--- src/sfr_pkg.sv ---
// Purpose: shared constants and types for the serial flash read sequencer
// Assumes: sclk and chip select arrive asynchronously to mclk
// Notes: opcode values not fixed elsewhere are local choices
package sfr_pkg;

  // ************************************************************
  // Opcodes
  // ************************************************************
  localparam logic [7:0] CMD_QIO_EB = 8'hEB;
  localparam logic [7:0] CMD_QIO_EC = 8'hEC;
  localparam logic [7:0] CMD_QIO_ED = 8'hED;
  localparam logic [7:0] CMD_QIO_EE = 8'hEE;
  localparam logic [7:0] CMD_SET_BURST = 8'hC0;
  localparam logic [7:0] CMD_BOOT_PROG = 8'h16;
  localparam logic [7:0] CMD_BOOT_ERASE = 8'h18;
  localparam logic [7:0] CMD_BOOT_READ = 8'h17;
  localparam logic [7:0] CMD_RESET = 8'h99;

  // ************************************************************
  // Boot register layout and cycle counts
  // ************************************************************
  localparam logic [31:0] BOOT_ERASED = 32'hFFFF_FFFF;
  localparam int BOOT_EN_N_BIT = 0;
  localparam int BOOT_DLY_LSB = 1;
  localparam int BOOT_ADDR_LSB = 4;
  localparam int WRAP_OFF_BIT = 4;
  localparam logic [5:0] DUMMY_C0 = 6'h04;
  localparam logic [5:0] DUMMY_C1 = 6'h06;
  localparam logic [5:0] DUMMY_C2 = 6'h08;
  localparam logic [5:0] DUMMY_C3 = 6'h0A;
  localparam logic [5:0] DLY_C0 = 6'h07;
  localparam logic [5:0] DLY_C1 = 6'h09;
  localparam logic [5:0] DLY_C2 = 6'h0B;
  localparam logic [5:0] DLY_C3 = 6'h0D;
  localparam logic [3:0] EXIT_CLKS_3B = 4'h8;
  localparam logic [3:0] EXIT_CLKS_4B = 4'hA;
  localparam logic [1:0] FETCH_AHEAD = 2'h2;

  // ************************************************************
  // Types
  // ************************************************************
  typedef enum logic [3:0] {
    SFR_IDLE = 4'h0, SFR_CMD = 4'h1, SFR_ADDR = 4'h3, SFR_MODE = 4'h2,
    SFR_DUMMY = 4'h6, SFR_DATA = 4'h7, SFR_BOOT = 4'h5, SFR_WRAP = 4'h4,
    SFR_BPROG = 4'hC, SFR_BREAD = 4'hD, SFR_SKIP = 4'hF
  } sfr_state_e;

  typedef struct packed {
    logic cs_n;
    logic sclk;
    logic [3:0] sio;
  } sfr_pin_s;

  typedef struct packed {
    logic [3:0] sio_out;
    logic [3:0] sio_oe;
  } sfr_drv_s;

endpackage

--- src/sfr_sync.sv ---
// Purpose: two flip-flop synchroniser for pin inputs
// Assumes: each bit is an independent level
// Notes: first stage feeds only the second stage
`timescale 1ns/1ps
`default_nettype none
module sfr_sync #(
  parameter int WIDTH = 6
) (
  input wire logic mclk,
  input wire logic rst_n,
  input wire logic [WIDTH-1:0] async_in,
  output logic [WIDTH-1:0] sync_out
);
  logic [WIDTH-1:0] meta_reg;

  initial begin
    if (WIDTH < 1) $error("sfr_sync: WIDTH must be positive");
  end

  always_ff @(posedge mclk or negedge rst_n) begin
    if (!rst_n) begin
      meta_reg <= '1;
      sync_out <= '1;
    end else begin
      meta_reg <= async_in;
      sync_out <= meta_reg;
    end
  end
endmodule
`default_nettype wire

--- src/sfr_fifo2.sv ---
// Purpose: small valid/ready buffer for read data
// Assumes: DEPTH is two or more
// Notes: full drops in_ready, so the source stalls
`timescale 1ns/1ps
`default_nettype none
module sfr_fifo2 #(
  parameter int WIDTH = 8,
  parameter int DEPTH = 2
) (
  input wire logic mclk,
  input wire logic rst_n,
  input wire logic in_valid,
  output logic in_ready,
  input wire logic [WIDTH-1:0] in_data,
  output logic out_valid,
  input wire logic out_ready,
  output logic [WIDTH-1:0] out_data
);
  localparam int AW = (DEPTH > 2) ? $clog2(DEPTH) : 1;
  logic [WIDTH-1:0] mem [DEPTH];
  logic [AW-1:0] wp_reg, rp_reg;
  logic [AW:0] cnt_reg;
  wire push = in_valid & in_ready;
  wire pop = out_valid & out_ready;

  initial begin
    if (DEPTH < 2 || WIDTH < 1) $error("sfr_fifo2: bad size");
  end

  assign in_ready = (cnt_reg != (AW+1)'(DEPTH));
  assign out_valid = (cnt_reg != '0);
  assign out_data = mem[rp_reg];

  function automatic logic [AW-1:0] inc(input logic [AW-1:0] p);
    inc = (p == AW'(DEPTH-1)) ? '0 : p + 1'b1;
  endfunction

  always_ff @(posedge mclk) begin
    if (push) mem[wp_reg] <= in_data;
  end

  always_ff @(posedge mclk or negedge rst_n) begin
    if (!rst_n) begin
      wp_reg <= '0;
      rp_reg <= '0;
      cnt_reg <= '0;
    end else begin
      if (push) wp_reg <= inc(wp_reg);
      if (pop) rp_reg <= inc(rp_reg);
      cnt_reg <= cnt_reg + (AW+1)'(push) - (AW+1)'(pop);
    end
  end
endmodule
`default_nettype wire

--- src/sfr_seq.sv ---
// Purpose: flash-side read sequencer: enhance mode, wrap, boot read-out
// Assumes: sclk much slower than mclk; sample rising, drive falling
// Notes: array data comes over mem_req/mem_rsp through a two-entry buffer
//
// Functional notes
// Toggled mode nibbles keep continuous-read mode
// Any equal nibble bit pair leaves continuous mode
// Continuous mode only on quad opcodes EB..EE
// In continuous mode frames start with address
// Host exits with ones on one line
// Host exits with ones on four lines
// Reset returns to single-line, leaves continuous mode; here reset clears cont_reg and wrap_en_reg, qpi_mode is an input it never changes
// Order: command, address, mode, dummy, data
// Dummy count taken from two configuration bits
// Wrap disabled after power-up and reset
// Wrap code sets 8/16/32/64 or off
// Wrapped address stays inside aligned block
// Host sends burst command then one code
// Command accepted as 8 or 2 clocks
// Wrap kept; applies to EB/EC quad, EC single
// Boot read starts after any reset
// Boot enabled when register bit 0 clear
// Boot waits delay, sends data, then commands
// Host holds select for one byte
// Boot delay field selects 7/9/11/13
// Boot address bits 31..4, 16-byte aligned
// Boot data on one or four lines
// Boot register program, erase, read commands
`timescale 1ns/1ps
`default_nettype none
module sfr_seq #(
  parameter logic [31:0] BOOT_NV_INIT = 32'hFFFF_FFFF,
  parameter int BUF_DEPTH = 2
) (
  input wire logic mclk,
  input wire logic arst_n,
  input wire sfr_pkg::sfr_pin_s pin_i,
  output sfr_pkg::sfr_drv_s drv_o,
  input wire logic qpi_mode,
  input wire logic addr4_mode,
  input wire logic quad_enable_bit,
  input wire logic dummy_cfg_lo,
  input wire logic dummy_cfg_hi,
  output logic mem_req_valid,
  input wire logic mem_req_ready,
  output logic [31:0] mem_req_addr,
  input wire logic mem_rsp_valid,
  output logic mem_rsp_ready,
  input wire logic [7:0] mem_rsp_data,
  output logic cont_mode_o,
  output logic wrap_en_o,
  output logic [31:0] boot_readout_config
);
  import sfr_pkg::*;

  // ************************************************************
  // Reset release and pin sampling
  // ************************************************************
  logic rs1_reg, rst_n;
  always_ff @(posedge mclk or negedge arst_n) begin
    if (!arst_n) begin
      rs1_reg <= 1'b0;
      rst_n <= 1'b0;
    end else begin
      rs1_reg <= 1'b1;
      rst_n <= rs1_reg;
    end
  end

  sfr_pin_s s_pin;
  sfr_sync #(.WIDTH(6)) u_sync (
    .mclk(mclk),
    .rst_n(rst_n),
    .async_in(pin_i),
    .sync_out(s_pin)
  );

  logic sclk_d_reg, cs_d_reg;
  always_ff @(posedge mclk or negedge rst_n) begin
    if (!rst_n) begin
      sclk_d_reg <= 1'b1;
      cs_d_reg <= 1'b1;
    end else begin
      sclk_d_reg <= s_pin.sclk;
      cs_d_reg <= s_pin.cs_n;
    end
  end
  wire rise = s_pin.sclk & ~sclk_d_reg;
  wire fall = ~s_pin.sclk & sclk_d_reg;
  wire cs_fall = ~s_pin.cs_n & cs_d_reg;
  wire cs_rise = s_pin.cs_n & ~cs_d_reg;

  // ************************************************************
  // Functions
  // ************************************************************
  function automatic logic [31:0] shin(input logic [31:0] s,
                                       input logic [3:0] d,
                                       input logic quad);
    shin = quad ? {s[27:0], d} : {s[30:0], d[0]};
  endfunction

  function automatic logic toggled(input logic [7:0] m);
    toggled = ((m[7:4] ^ m[3:0]) == 4'hF);
  endfunction

  function automatic logic [31:0] next_addr(input logic [31:0] a,
                                            input logic en,
                                            input logic [1:0] sz);
    logic [31:0] mask;
    mask = (32'h0000_0008 << sz) - 32'h0000_0001;
    next_addr = en ? ((a & ~mask) | ((a + 32'h1) & mask)) : a + 32'h1;
  endfunction

  function automatic logic [5:0] pick4(input logic [1:0] s,
                                       input logic [5:0] c0,
                                       input logic [5:0] c1,
                                       input logic [5:0] c2,
                                       input logic [5:0] c3);
    case (s)
      2'h0: pick4 = c0;
      2'h1: pick4 = c1;
      2'h2: pick4 = c2;
      default: pick4 = c3;
    endcase
  endfunction

  // ************************************************************
  // Sequencer state
  // ************************************************************
  sfr_state_e state_reg;
  logic [5:0] cnt_reg;
  logic [31:0] sh_reg, addr_reg, boot_reg;
  logic [7:0] op_reg;
  logic cont_reg, cont_frm_reg, a4_reg, wrap_use_reg, boot_frm_reg;
  logic wrap_en_reg, boot_pend_reg, init_reg, ones_reg;
  logic [1:0] wrap_sz_reg;
  logic [3:0] tot_reg;
  logic [4:0] bcnt_reg;
  wire [31:0] boot_base = {boot_reg[31:BOOT_ADDR_LSB], 4'h0};

  wire in_wide = (state_reg == SFR_CMD) || (state_reg == SFR_WRAP) ||
                 (state_reg == SFR_BPROG);
  wire [31:0] sh_nx = shin(sh_reg, s_pin.sio, in_wide ? qpi_mode : 1'b1);
  wire [5:0] dum_clks = pick4({dummy_cfg_hi, dummy_cfg_lo}, DUMMY_C0,
                              DUMMY_C1, DUMMY_C2, DUMMY_C3);
  wire [5:0] dly_clks = pick4(boot_reg[BOOT_DLY_LSB+:2], DLY_C0, DLY_C1,
                              DLY_C2, DLY_C3);
  wire [5:0] cmd_last = qpi_mode ? 6'h01 : 6'h07;
  wire [7:0] op_nx = sh_nx[7:0];
  wire is_quad_rd = (op_nx == CMD_QIO_EB) || (op_nx == CMD_QIO_EC) ||
                    (op_nx == CMD_QIO_ED) || (op_nx == CMD_QIO_EE);
  wire wide_op = (op_nx == CMD_QIO_EC) || (op_nx == CMD_QIO_EE);
  wire [3:0] exit_clks = a4_reg ? EXIT_CLKS_4B : EXIT_CLKS_3B;
  wire force_exit = cs_rise & cont_frm_reg & ones_reg &
                    (tot_reg >= exit_clks);
  wire last = (state_reg == SFR_CMD) ? (cnt_reg == cmd_last) :
              (state_reg == SFR_ADDR) ? (cnt_reg == (a4_reg ? 6'h07 : 6'h05)) :
              (state_reg == SFR_MODE) ? (cnt_reg == 6'h01) :
              (state_reg == SFR_DUMMY) ? (cnt_reg == dum_clks - 6'h01) :
              (state_reg == SFR_BOOT) ? (cnt_reg == dly_clks - 6'h01) :
              (state_reg == SFR_WRAP) ? (cnt_reg == cmd_last) :
              (state_reg == SFR_BPROG) ?
                (cnt_reg == (qpi_mode ? 6'h07 : 6'h1F)) : 1'b0;
  wire rst_cmd = rise & last & (state_reg == SFR_CMD) & (op_nx == CMD_RESET);

  always_ff @(posedge mclk or negedge rst_n) begin
    if (!rst_n) begin
      state_reg <= SFR_IDLE;
      cnt_reg <= '0;
      sh_reg <= '0;
      op_reg <= '0;
      addr_reg <= '0;
      a4_reg <= 1'b0;
      wrap_use_reg <= 1'b0;
      boot_frm_reg <= 1'b0;
    end else if (s_pin.cs_n) begin
      state_reg <= SFR_IDLE;
      cnt_reg <= '0;
      boot_frm_reg <= 1'b0;
    end else if (cs_fall) begin
      cnt_reg <= '0;
      if (boot_pend_reg) begin
        state_reg <= SFR_BOOT;
        boot_frm_reg <= 1'b1;
        wrap_use_reg <= 1'b0;
        addr_reg <= boot_base;
      end else if (cont_reg) begin
        state_reg <= SFR_ADDR;
      end else begin
        state_reg <= SFR_CMD;
      end
    end else if (rise) begin
      sh_reg <= sh_nx;
      cnt_reg <= last ? 6'h00 : cnt_reg + 6'h01;
      if (last) begin
        case (state_reg)
          SFR_CMD: begin
            op_reg <= op_nx;
            a4_reg <= wide_op | addr4_mode;
            wrap_use_reg <= (op_nx == CMD_QIO_EC) ||
                            ((op_nx == CMD_QIO_EB) && qpi_mode);
            if (is_quad_rd) state_reg <= SFR_ADDR;
            else if (op_nx == CMD_SET_BURST) state_reg <= SFR_WRAP;
            else if (op_nx == CMD_BOOT_PROG) state_reg <= SFR_BPROG;
            else if (op_nx == CMD_BOOT_READ) state_reg <= SFR_BREAD;
            else state_reg <= SFR_SKIP;
          end
          SFR_ADDR: begin
            addr_reg <= a4_reg ? sh_nx : {8'h00, sh_nx[23:0]};
            state_reg <= SFR_MODE;
          end
          SFR_MODE: state_reg <= SFR_DUMMY;
          SFR_DUMMY: state_reg <= SFR_DATA;
          SFR_BOOT: state_reg <= SFR_DATA;
          default: state_reg <= SFR_SKIP;
        endcase
      end
    end else if (fall && state_reg == SFR_DATA && bcnt_reg == '0) begin
      addr_reg <= next_addr(addr_reg, wrap_use_reg & wrap_en_reg,
                            wrap_sz_reg);
    end
  end

  // ************************************************************
  // Mode, wrap and boot configuration
  // ************************************************************
  always_ff @(posedge mclk or negedge rst_n) begin
    if (!rst_n) begin
      cont_reg <= 1'b0;
      cont_frm_reg <= 1'b0;
      wrap_en_reg <= 1'b0;
      wrap_sz_reg <= 2'h0;
      ones_reg <= 1'b1;
      tot_reg <= '0;
    end else begin
      if (cs_fall) begin
        cont_frm_reg <= cont_reg & ~boot_pend_reg;
        ones_reg <= 1'b1;
        tot_reg <= '0;
      end else if (rise && !s_pin.cs_n) begin
        if (tot_reg != 4'hF) tot_reg <= tot_reg + 4'h1;
        if (tot_reg < exit_clks && !s_pin.sio[0]) ones_reg <= 1'b0;
      end
      if (rst_cmd) begin
        cont_reg <= 1'b0;
        wrap_en_reg <= 1'b0;
      end else if (force_exit) begin
        cont_reg <= 1'b0;
      end else if (rise && last && state_reg == SFR_MODE) begin
        cont_reg <= toggled(sh_nx[7:0]);
      end else if (rise && last && state_reg == SFR_WRAP) begin
        wrap_en_reg <= ~sh_nx[WRAP_OFF_BIT];
        wrap_sz_reg <= sh_nx[1:0];
      end
    end
  end

  always_ff @(posedge mclk or negedge rst_n) begin
    if (!rst_n) begin
      boot_reg <= BOOT_NV_INIT;
      boot_pend_reg <= 1'b0;
      init_reg <= 1'b0;
    end else begin
      init_reg <= 1'b1;
      if (!init_reg || rst_cmd) begin
        boot_pend_reg <= ~boot_reg[BOOT_EN_N_BIT];
      end else if (cs_rise && boot_frm_reg) begin
        boot_pend_reg <= 1'b0;
      end
      if (rise && last && state_reg == SFR_BPROG) begin
        boot_reg <= boot_reg & sh_nx;
      end else if (rise && last && state_reg == SFR_CMD &&
                   op_nx == CMD_BOOT_ERASE) begin
        boot_reg <= BOOT_ERASED;
      end
    end
  end

  // ************************************************************
  // Array fetch and read buffer
  // ************************************************************
  logic [31:0] fetch_addr_reg;
  logic [1:0] fly_reg;
  logic buf_valid, buf_ready;
  logic [7:0] buf_data;
  wire fetch_on = (state_reg == SFR_DUMMY) || (state_reg == SFR_DATA) ||
                  (state_reg == SFR_BOOT);
  wire data_quad = boot_frm_reg ? quad_enable_bit : 1'b1;
  wire byte_ld = fall & (state_reg == SFR_DATA) & (bcnt_reg == '0);
  wire issue = mem_req_valid & mem_req_ready;
  assign mem_req_valid = fetch_on & (fly_reg < FETCH_AHEAD);
  assign mem_req_addr = fetch_addr_reg;
  assign buf_ready = fetch_on ? byte_ld : 1'b1;
  wire pop = buf_valid & buf_ready;

  sfr_fifo2 #(.WIDTH(8), .DEPTH(BUF_DEPTH)) u_buf (
    .mclk(mclk),
    .rst_n(rst_n),
    .in_valid(mem_rsp_valid),
    .in_ready(mem_rsp_ready),
    .in_data(mem_rsp_data),
    .out_valid(buf_valid),
    .out_ready(buf_ready),
    .out_data(buf_data)
  );

  always_ff @(posedge mclk or negedge rst_n) begin
    if (!rst_n) begin
      fetch_addr_reg <= '0;
      fly_reg <= '0;
    end else begin
      fly_reg <= fly_reg + {1'b0, issue} - {1'b0, pop};
      if (cs_fall && boot_pend_reg) fetch_addr_reg <= boot_base;
      else if (!fetch_on) fetch_addr_reg <= addr_reg;
      else if (issue) fetch_addr_reg <= next_addr(fetch_addr_reg,
                          wrap_use_reg & wrap_en_reg, wrap_sz_reg);
    end
  end

  // ************************************************************
  // Output shifter on falling sclk
  // ************************************************************
  logic [31:0] out_sh_reg;
  logic [3:0] oe_reg;
  wire out_state = (state_reg == SFR_DATA) || (state_reg == SFR_BREAD);
  wire oq = (state_reg == SFR_BREAD) ? qpi_mode : data_quad;
  wire [4:0] b_last = (state_reg == SFR_BREAD) ? (oq ? 5'h07 : 5'h1F) :
                      (oq ? 5'h01 : 5'h07);
  wire [31:0] ld_val = (state_reg == SFR_BREAD) ? boot_reg :
                       {(buf_valid ? buf_data : 8'hFF), 24'h0};

  always_ff @(posedge mclk or negedge rst_n) begin
    if (!rst_n) begin
      out_sh_reg <= '0;
      bcnt_reg <= '0;
      oe_reg <= '0;
    end else if (s_pin.cs_n || !out_state) begin
      bcnt_reg <= '0;
      oe_reg <= '0;
    end else if (fall) begin
      out_sh_reg <= (bcnt_reg == '0) ? ld_val :
                    (oq ? {out_sh_reg[27:0], 4'h0} : {out_sh_reg[30:0], 1'b0});
      bcnt_reg <= (bcnt_reg == b_last) ? 5'h00 : bcnt_reg + 5'h01;
      oe_reg <= oq ? 4'hF : 4'h2;
    end
  end

  assign drv_o.sio_out = oq ? out_sh_reg[31:28] : {2'b00, out_sh_reg[31], 1'b0};
  assign drv_o.sio_oe = oe_reg;
  assign cont_mode_o = cont_reg;
  assign wrap_en_o = wrap_en_reg;
  assign boot_readout_config = boot_reg;
endmodule
`default_nettype wire

--- config.mk ---
export PLATFORM = sky130hd
export DESIGN_NAME = sfr_seq
export DESIGN_NICKNAME = d
export VERILOG_FILES = /design/src/sfr_pkg.sv /design/src/sfr_sync.sv /design/src/sfr_fifo2.sv /design/src/sfr_seq.sv
export SDC_FILE = /design/constraint.sdc
export NUM_CORES = 1
export LEC_CHECK = 0
export ABC_AREA = 1
export ABC_CLOCK_PERIOD_IN_PS = 7650
export BUFFER_PORTS_ARGS = -buffer_cell sky130_fd_sc_hd__buf_2
export CELL_PAD_IN_SITES_DETAIL_PLACEMENT = 0
export CELL_PAD_IN_SITES_GLOBAL_PLACEMENT = 1
export CORE_MARGIN = 1
export CORE_UTILIZATION = 24
export CTS_BUF_LIST = sky130_fd_sc_hd__clkbuf_4 sky130_fd_sc_hd__clkbuf_8 sky130_fd_sc_hd__clkbuf_16
export DETAILED_ROUTE_END_ITERATION = 7
export PLACE_DENSITY = 0.47
export SKIP_LAST_GASP = 1
export SYNTH_ARGS = -nofsm -noshare
export SYNTH_HDL_FRONTEND = slang
export SYNTH_HIERARCHICAL = 1
export SYNTH_SLANG_ARGS = --single-unit
--- constraint.sdc ---
create_clock -name mclk -period 7.65 [get_ports mclk]
set_input_delay 1.53 -clock mclk [delete_from_list [all_inputs] [get_ports mclk]]
set_output_delay 1.53 -clock mclk [all_outputs]
set_load 0.05 [all_outputs]
== Word-level counts from Yosys, hierarchy flattened ==
Memory sizes are Yosys's and may differ from the RTL's.
Cells that the tools add are included.
Operators by class
  $add $sub $neg: 14
  order comparisons: 3
  eq/ne operators: 38
  shift operators: 1
  multiplexer cells: 88
  bitwise logic cells: 40
  reduce and logical (&&, ||, !) cells: 61
Operators with widths (count)
  32-bit two-way mux: 18
  32-bit bitwise AND: 5
  32-bit by 1-bit adder with 32-bit output (second input constant): 2
  32-bit bitwise OR: 2
  4-bit two-way mux: 13
  8-bit == test (second input constant): 6
  1-bit two-way mux: 35
  32-bit NOT: 1
  4-bit by 2-bit left shift with 32-bit output (first input constant): 1
  32-bit by 1-bit subtractor with 32-bit output (second input constant): 1
  5-bit two-way mux: 6
  2-bit nonzero test: 13
  8-bit by 5-bit == test with 1-bit output (second input constant): 3
  6-bit two-way mux: 4
  4-bit one-hot mux with 3 select lines: 2
  1-bit bitwise AND: 18
  4-bit by 3-bit == test with 1-bit output (second input constant): 4
  4-bit one-hot mux with 4 select lines: 1
  5-bit AND reduction: 3
  1-bit logical AND: 13
  4-bit == test (second input constant): 3
  6-bit by 3-bit == test with 1-bit output: 2
  6-bit == test: 2
  1-bit logical OR: 12
  other kinds (35): 75
Word-level totals
  bits in registers: 215
  memory bits (writable): 16
  output and inout port bits: 76
  word-level logic and storage cells: 276
  memories: 1
Memories
  u_buf.mem: depth 2, bits a word 8, rd ports 1, clocked after memory_dff 0, write ports 1, line sfr_fifo2.sv:20  | logic [WIDTH-1:0] mem [DEPTH];

== Longest topological paths before layout ==
Gate-level depths: netlist of run 1.
  word-level depth: 15
  depth in mapped cells: 17
  depth with buffers taken out: 17

== By module ==
The synthesis of run 1 kept the hierarchy.
Modules (own cells, without submodules)
  sfr_seq: instances 1, cells each 1630, area each 12236.7 µm², sequential area each 4973.5 µm²
  sfr_fifo2: instances 1, cells each 73, area each 822.0 µm², sequential area each 580.6 µm²
  sfr_sync: instances 1, cells each 12, area each 315.3 µm², sequential area each 315.3 µm²

== Worst setup path before layout of run 1 ==
OpenSTA, ideal clock, no wires.
  kind: input to output
  start point: input port qpi_mode
  end point: output port drv_o[5] (netlist name)
  arrival time: 3351 ps
  data required time: 6120 ps
  path slack: 2769 ps
  stages: 7
  path through: inv_1 > buf_2 > nand2_1 > nand2_1 > buf_2 > buf_2 > o21ai_0
RTL lines
  start: declaration: line sfr_seq.sv:39  | input wire logic qpi_mode,
  end: declaration: line sfr_seq.sv:38  | output sfr_pkg::sfr_drv_s drv_o,

==> flow_summary.toml, run 1 <==
[clock_tree]
cts-root-buf = "clkbuf_16"
clk_pin_slew_ns = 0.06
cts_buffers = 30
cts_resized = 0
cts_sinks = 229
clock_path_buffers = 3
h-tree-depth = 1
cts_tree = "built"
postCtsHoldBufs = 0
cts_setup_buffers = 0
clkLatencyLatePin_ns = 0.57

[worst_setup_path]
crit_family = "simple AND/OR/NAND/NOR gates"
cpMostUsedCell = "nand2_1"
critPathBufInv = 2
crit_chain = "nor2_4 -> inv_2 -> nor3_4 -> nand2_1 -> nand2_2 -> nand2_1 -> o21ai_0 -> buf_2"
crit_required_ns = 6.12
end_kind = "primary output"
slowest_delay_ns = 0.60
start_kind = "register"
r2r_slack_ns = 4.02
cp_slowest_cell = "nor3_4"
worstPathArrival_ns = 2.73
crit_type = "register to primary output"
cp_max_fo = 17

[sta]
slew_headroom_pct = 25.4
clock_skew_ns = 0.00990
fin_hold_ws_ns = 0.302
rsz0062_at_grt = "no"
worst_slew_pin_slew_ns = 1.11
fmax_mhz = 235
layout_min_cycle_time_ns = 4.26
slew_viol_final = 0
worst_slack_ns = 3.39
tns_ns = 0
hold_violations = 0
post-route-period-util_pct = 55.7
finalSetupViolations = 0

[global_routing]
antenna_found_initial = 0
grt_max_degree = 72
grt_overflow_total = 0
grt_pass1_wl_um = 77000
grt_usage_pct = 17.9
grt_pass1_vias = 12046

[layout]
num-nets-final = 1830
layout_common_cells = "nand2_1 (390), inv_1 (213), o21ai_0 (176)"
syn2layout_area_growth_pct = 17.5
postLayoutCoreUtil_pct = 28.5
drive_gt1_share_pct = 16.1
layout_commonest_cell = "nand2_1"

[floorplanning]
start_util_pct = 24.3
die_h_um = 238
die_x_um = 238
coreArea_sq_mm = 0.0551
ios = 99
die_area_sq_mm = 0.0567
core.rowCount = 86

[place]
gp_congestion = 0.825
dp_hpwl_um = 37900
io_buffers = 98
place_ws_ns = 3.38

[power_and_ir_drop]
clockPowerShare_pct = 32.9
pwr-share-seq_pct = 37.7
intPower_mw = 2.89
power_switching_mw = 1.87
p_comb_share_pct = 29.4
powerDensity_mw_per_mm2 = 303
ir_drop_mv = 0.137
netSwitchingFraction_pct = 39.3
power.leakage_nw = 7.12

[synth]
ys.warnings.count = 6
ys_ff_latch = 229
synth_area_leaders = "dfrtp_1 (31%), nand2_1 (11%), dfstp_2 (9.2%)"
ys_async_sr_fraction_pct = 93.0
synth.largest_area_cell = "dfrtp_1"
ys.flop_type = "dfrtp_1"
synth_cell_types = 54
netlist.area_leader.share_pct = 31.1
avgSynthCellArea_sq_um = 7.80
synth_edf_count = 16
syn_area_sq_mm = 0.0134
seq_area_frac_synth_pct = 43.9
syn_inst = 1715

[route]
wl_per_cell_um = 19.7
postRouteAntennaNets = 0
finalWirelength_um = 50500
routed_via_density = 4.68
drc = 0
drt_iter0_drc = 745
drt_first_pass_iters = 7
vias = 11998

[worst_hold_path]
hold_class = "register to asynchronous set/reset pin"

[run]
maxCapViolCount = 0

[outcome]
outcome = "complete, no violations"
==> area by class of cell <==
type | count | area, sq um
fill | 6133 | 39400
multi-input combinational | 1192 | 6340
sequential | 229 | 5870
tap | 748 | 936
clock buffer | 43 | 927
inverter | 226 | 848
timing repair buffer | 114 | 611
clock inverter | 13 | 171
antenna | 1 | 2.50
==> power groups by stage <==
stage                     registers (mW)  clock network (mW)  logic, mW
after floorplan                     1.94                   0      0.824
after detailed placement            1.81                   0       1.42
after global routing                1.84                1.65       1.56
final                               1.79                1.56       1.40
after CTS                           1.80                1.62       1.42
after global placement              1.82                   0       1.41
==> layer usage <==
metal	vias up	part of all wire (%)	track usage (%)	wire (um)
met5	-	0	0	0
met4	0	1.8	3.61	888
met3	45	2.4	1.87	1200
met2	156	49	30.4	24700
met1	5918	47	24.4	23800
li1	5879	-	-	-
==> cell families (layout without fill, tap and decap cells) <==
family / after synthesis / after routing / share of synthesized area [%]
compound gates: 418 / 418 / 19.1
xor+xnor: 60 / 60 / 3.93
fa+ha+maj: 14 / 14 / 1.31
buf+inv: 295 / 396 / 8.92
flops: 229 / 229 / 43.9
mux: 9 / 9 / 0.674
other cells: 1 / 3 / 0.0280
simple gates: 689 / 689 / 22.2
==> cell usage after synthesis, types with 6 or more instances <==
cell      count
a211oi_1      6
nor2_2       10
nor3_1       42
nand2_1     391
o221ai_1      9
dfrtp_1     166
a21oi_1      87
o21ai_1       7
ha_1         14
inv_2        11
xor2_1       50
mux2i_1       9
xnor2_1      10
nor4_1        6
o211ai_1     26
edfxtp_1     16
nand4_1      22
nand2_2      10
nand3_1      63
dfstp_2      47
buf_2        29
o22ai_1      34
nor2_1      126
o21ai_0     176
a22oi_1      27
inv_1       213
a22oi_2      21
clkbuf_1     31
==> worst reg2reg max path: stages, from the launching register on <==
cell and delay [ns]:
dfstp_2 0.54, inv_1 0.04, nor2_1 0.07, buf_4 0.25
inv_1 0.07, buf_4 0.27, nand2_1 0.35, inv_1 0.23
nand2_1 0.13, nand3_2 0.17, a21oi_2 0.64, inv_1 0.46
nor2_1 0.21, a2bb2oi_1 0.08
==> per-stage QoR <==
stage	total power, mW	cells	area [sq um]
final	4.76	2566	15700
after global routing	5.05	2565	15700
after CTS	4.84	2565	15700
after detailed placement	3.23	2509	14600
after global placement	3.23	2509	14600
after floorplan	2.77	1716	13400
==> worst paths after layout <==
path                            cells past startpoint                      from                          to
worst max-delay path                                8  state_reg[1]$_DFFE_PN0P_                    drv_o[5]
worst min-delay path                                0           rst_n$_DFF_PN0_  u_buf/cnt_reg[1]$_DFF_PN0_
min in group mclk                                   0         rs1_reg$_DFF_PN0_             rst_n$_DFF_PN0_
worst max register to register                     13        cs_d_reg$_DFF_PN1_                    register
max in group asynchronous                           1           rst_n$_DFF_PN0_      sh_reg[21]$_DFFE_PN0P_
worst min register to register                      0           rst_n$_DFF_PN0_  u_buf/cnt_reg[1]$_DFF_PN0_
No activity file was read; power rests on OpenSTA's default activity.
==> inputs of run 2 (changes only) <==
--- a/config.mk
+++ b/config.mk
@@ -6,7 +6,7 @@
 export NUM_CORES = 1
 export LEC_CHECK = 0
 export ABC_AREA = 1
-export ABC_CLOCK_PERIOD_IN_PS = 7650
+export ABC_CLOCK_PERIOD_IN_PS = 3500
 export BUFFER_PORTS_ARGS = -buffer_cell sky130_fd_sc_hd__buf_2
 export CELL_PAD_IN_SITES_DETAIL_PLACEMENT = 0
 export CELL_PAD_IN_SITES_GLOBAL_PLACEMENT = 1
@@ -14,7 +14,7 @@
 export CORE_UTILIZATION = 24
 export CTS_BUF_LIST = sky130_fd_sc_hd__clkbuf_4 sky130_fd_sc_hd__clkbuf_8 sky130_fd_sc_hd__clkbuf_16
 export DETAILED_ROUTE_END_ITERATION = 7
-export PLACE_DENSITY = 0.47
+export PLACE_DENSITY = 0.49
 export SKIP_LAST_GASP = 1
 export SYNTH_ARGS = -nofsm -noshare
 export SYNTH_HDL_FRONTEND = slang
==> constraint.sdc (replaced) <==
create_clock -name mclk -period 3.5 [get_ports mclk]
set_input_delay 0.7 -clock mclk [delete_from_list [all_inputs] [get_ports mclk]]
set_output_delay 0.7 -clock mclk [all_outputs]
set_load 0.05 [all_outputs]
==> run 2 against run 1 <==
Setup slack got worse by 3.1 ns. Via count increased by 1.3%. Critical path depth increased by 2. Largest cell class unchanged. Combinational power increased by 120%. Utilization increased by 0.48 points. Non-clock buffer count increased by 14. Clock power increased by 140%. Clock skew increased by 0.014 ns. Cell count increased by 0.74%. Count of clock-buffer cells in the layout increased by 10. Critical endpoint unchanged. Sequential cell count unchanged. Total power increased by 130%.
==> flow_summary.toml, run 2 (synthesized netlist as in run 1, its figures left out) <==
[outcome]
outcome = "complete, no violations"

[route]
route.met2.wl_um = 23600
drt-met1-wl_um = 23300
vias = 12152
drt_iter0_drc = 868
routed_via_density = 4.70
drc = 0
drt_first_pass_iters = 5
wl_per_cell_um = 19.5
finalWirelength_um = 50300
met3_length_um = 1730
top_layer = "met4"
postRouteAntennaNets = 0

[worst_setup_path]
end_kind = "primary output"
worstPathArrival_ns = 2.53
crit_required_ns = 2.80
cp_max_fo = 13
crit_type = "register to primary output"
start_kind = "register"

[layout]
antennaDiodeCount = 0
final_area_sq_mm = 0.0160
layout_common_cells = "nand2_1 (390), inv_1 (213), o21ai_0 (176)"
postLayoutCoreUtil_pct = 29.0
layout_commonest_cell = "nand2_1"
num-nets-final = 1849
drive_gt1_share_pct = 16.9
syn2layout_area_growth_pct = 19.4

[floorplanning]
ios = 99
die_h_um = 238
core.rowCount = 86
die_x_um = 238
start_util_pct = 24.3
coreArea_sq_mm = 0.0551
die_area_sq_mm = 0.0567

[sta]
fmax_mhz = 310
finalSetupViolations = 0
worst_slew_pin_slew_ns = 0.791
layout_min_cycle_time_ns = 3.23
hold_violations = 0
fin_hold_ws_ns = 0.264
tns_ns = 0
post-route-period-util_pct = 92.2
worst_slack_ns = 0.274
clock_skew_ns = 0.0238
slew_headroom_pct = 47.3
rsz0062_at_grt = "no"
slew_viol_final = 0

[clock_tree]
clk_pin_slew_ns = 0.05
clock_path_buffers = 3
cts_setup_buffers = 0
cts_sinks = 229
cts-root-buf = "clkbuf_16"
cts_resized = 0
h-tree-depth = 2
postCtsHoldBufs = 1
cts_buffers = 35
clkLatencyLatePin_ns = 0.56
cts_tree = "built"

[place]
gp_congestion = 0.831
place_ws_ns = 0.494
io_buffers = 98
place_area_sq_mm = 0.0147
dp_hpwl_um = 37700

[global_routing]
grt_pass1_wl_um = 76400
grt_usage_pct = 17.9
grt_pass1_vias = 12078
antenna_found_initial = 0
grt_overflow_total = 0
grt_max_degree = 95

[power_and_ir_drop]
powerDensity_mw_per_mm2 = 671
ir_drop_mv = 0.254
power.leakage_nw = 7.27

[run]
maxCapViolCount = 0

[worst_hold_path]
hold_class = "input pin to register"
## run 2: per-stage QoR
stage / cells / power (mW)
after global placement: 2522 / 7.06
after CTS: 2585 / 10.9
after floorplan: 1716 / 6.05
after global routing: 2585 / 11.4
after detailed placement: 2522 / 7.06
final: 2585 / 10.7
## run 2: final timing paths
| check | depth (start not counted) | startpoint | slack [ns] | to |
|---|---|---|---|---|
| min | 1 | pin_i[3] | 0.26 | u_sync/meta_reg[3]$_DFF_PN1_ |
| min reg2reg | 0 | rst_n$_DFF_PN0_ | 0.27 | u_buf/wp_reg$_DFFE_PN0P_ |
| max reg2reg | 11 | cs_d_reg$_DFF_PN1_ | 0.70 | register |
| max | 10 | state_reg[0]$_DFFE_PN0P_ | 0.27 | drv_o[5] |
| min in group asynchronous | 0 | rst_n$_DFF_PN0_ | 0.27 | u_buf/wp_reg$_DFFE_PN0P_ |
| max in group asynchronous | 1 | rst_n$_DFF_PN0_ | 2.27 | cnt_reg[2]$_DFFE_PN0P_ |
## run 2: worst max-delay path, cell delays in order, from the launching register on
cell and delay [ns]:
dfrtp_1 0.46, inv_2 0.09, nor2_4 0.13, inv_2 0.07, nor3_4 0.27, buf_4 0.28
inv_2 0.07, nand2_1 0.07, nand2_2 0.11, o21ai_0 0.16, buf_2 0.28
## run 2: power breakdown
part | switching [mW] | internal, mW
Sequential | 0.622 | 3.30
Clock | 1.37 | 2.36
Combinational | 2.17 | 0.903
Total | 4.16 | 6.57
## run 2: layout make-up
class                      count  area, sq um
tap                          748          936
fill                        6097        39100
clock buffer                  53         1080
inverter                     226          848
sequential                   229         5870
multi-input combinational   1192         6340
timing repair buffer         128          756
clock inverter                 9          138
## run 2: metal layers
metal	vias to the layer above	global-route usage, %
li1	5923	-
met1	5904	24.1
met2	254	29.0
met3	71	2.27
met4	0	6.80
met5	-	0
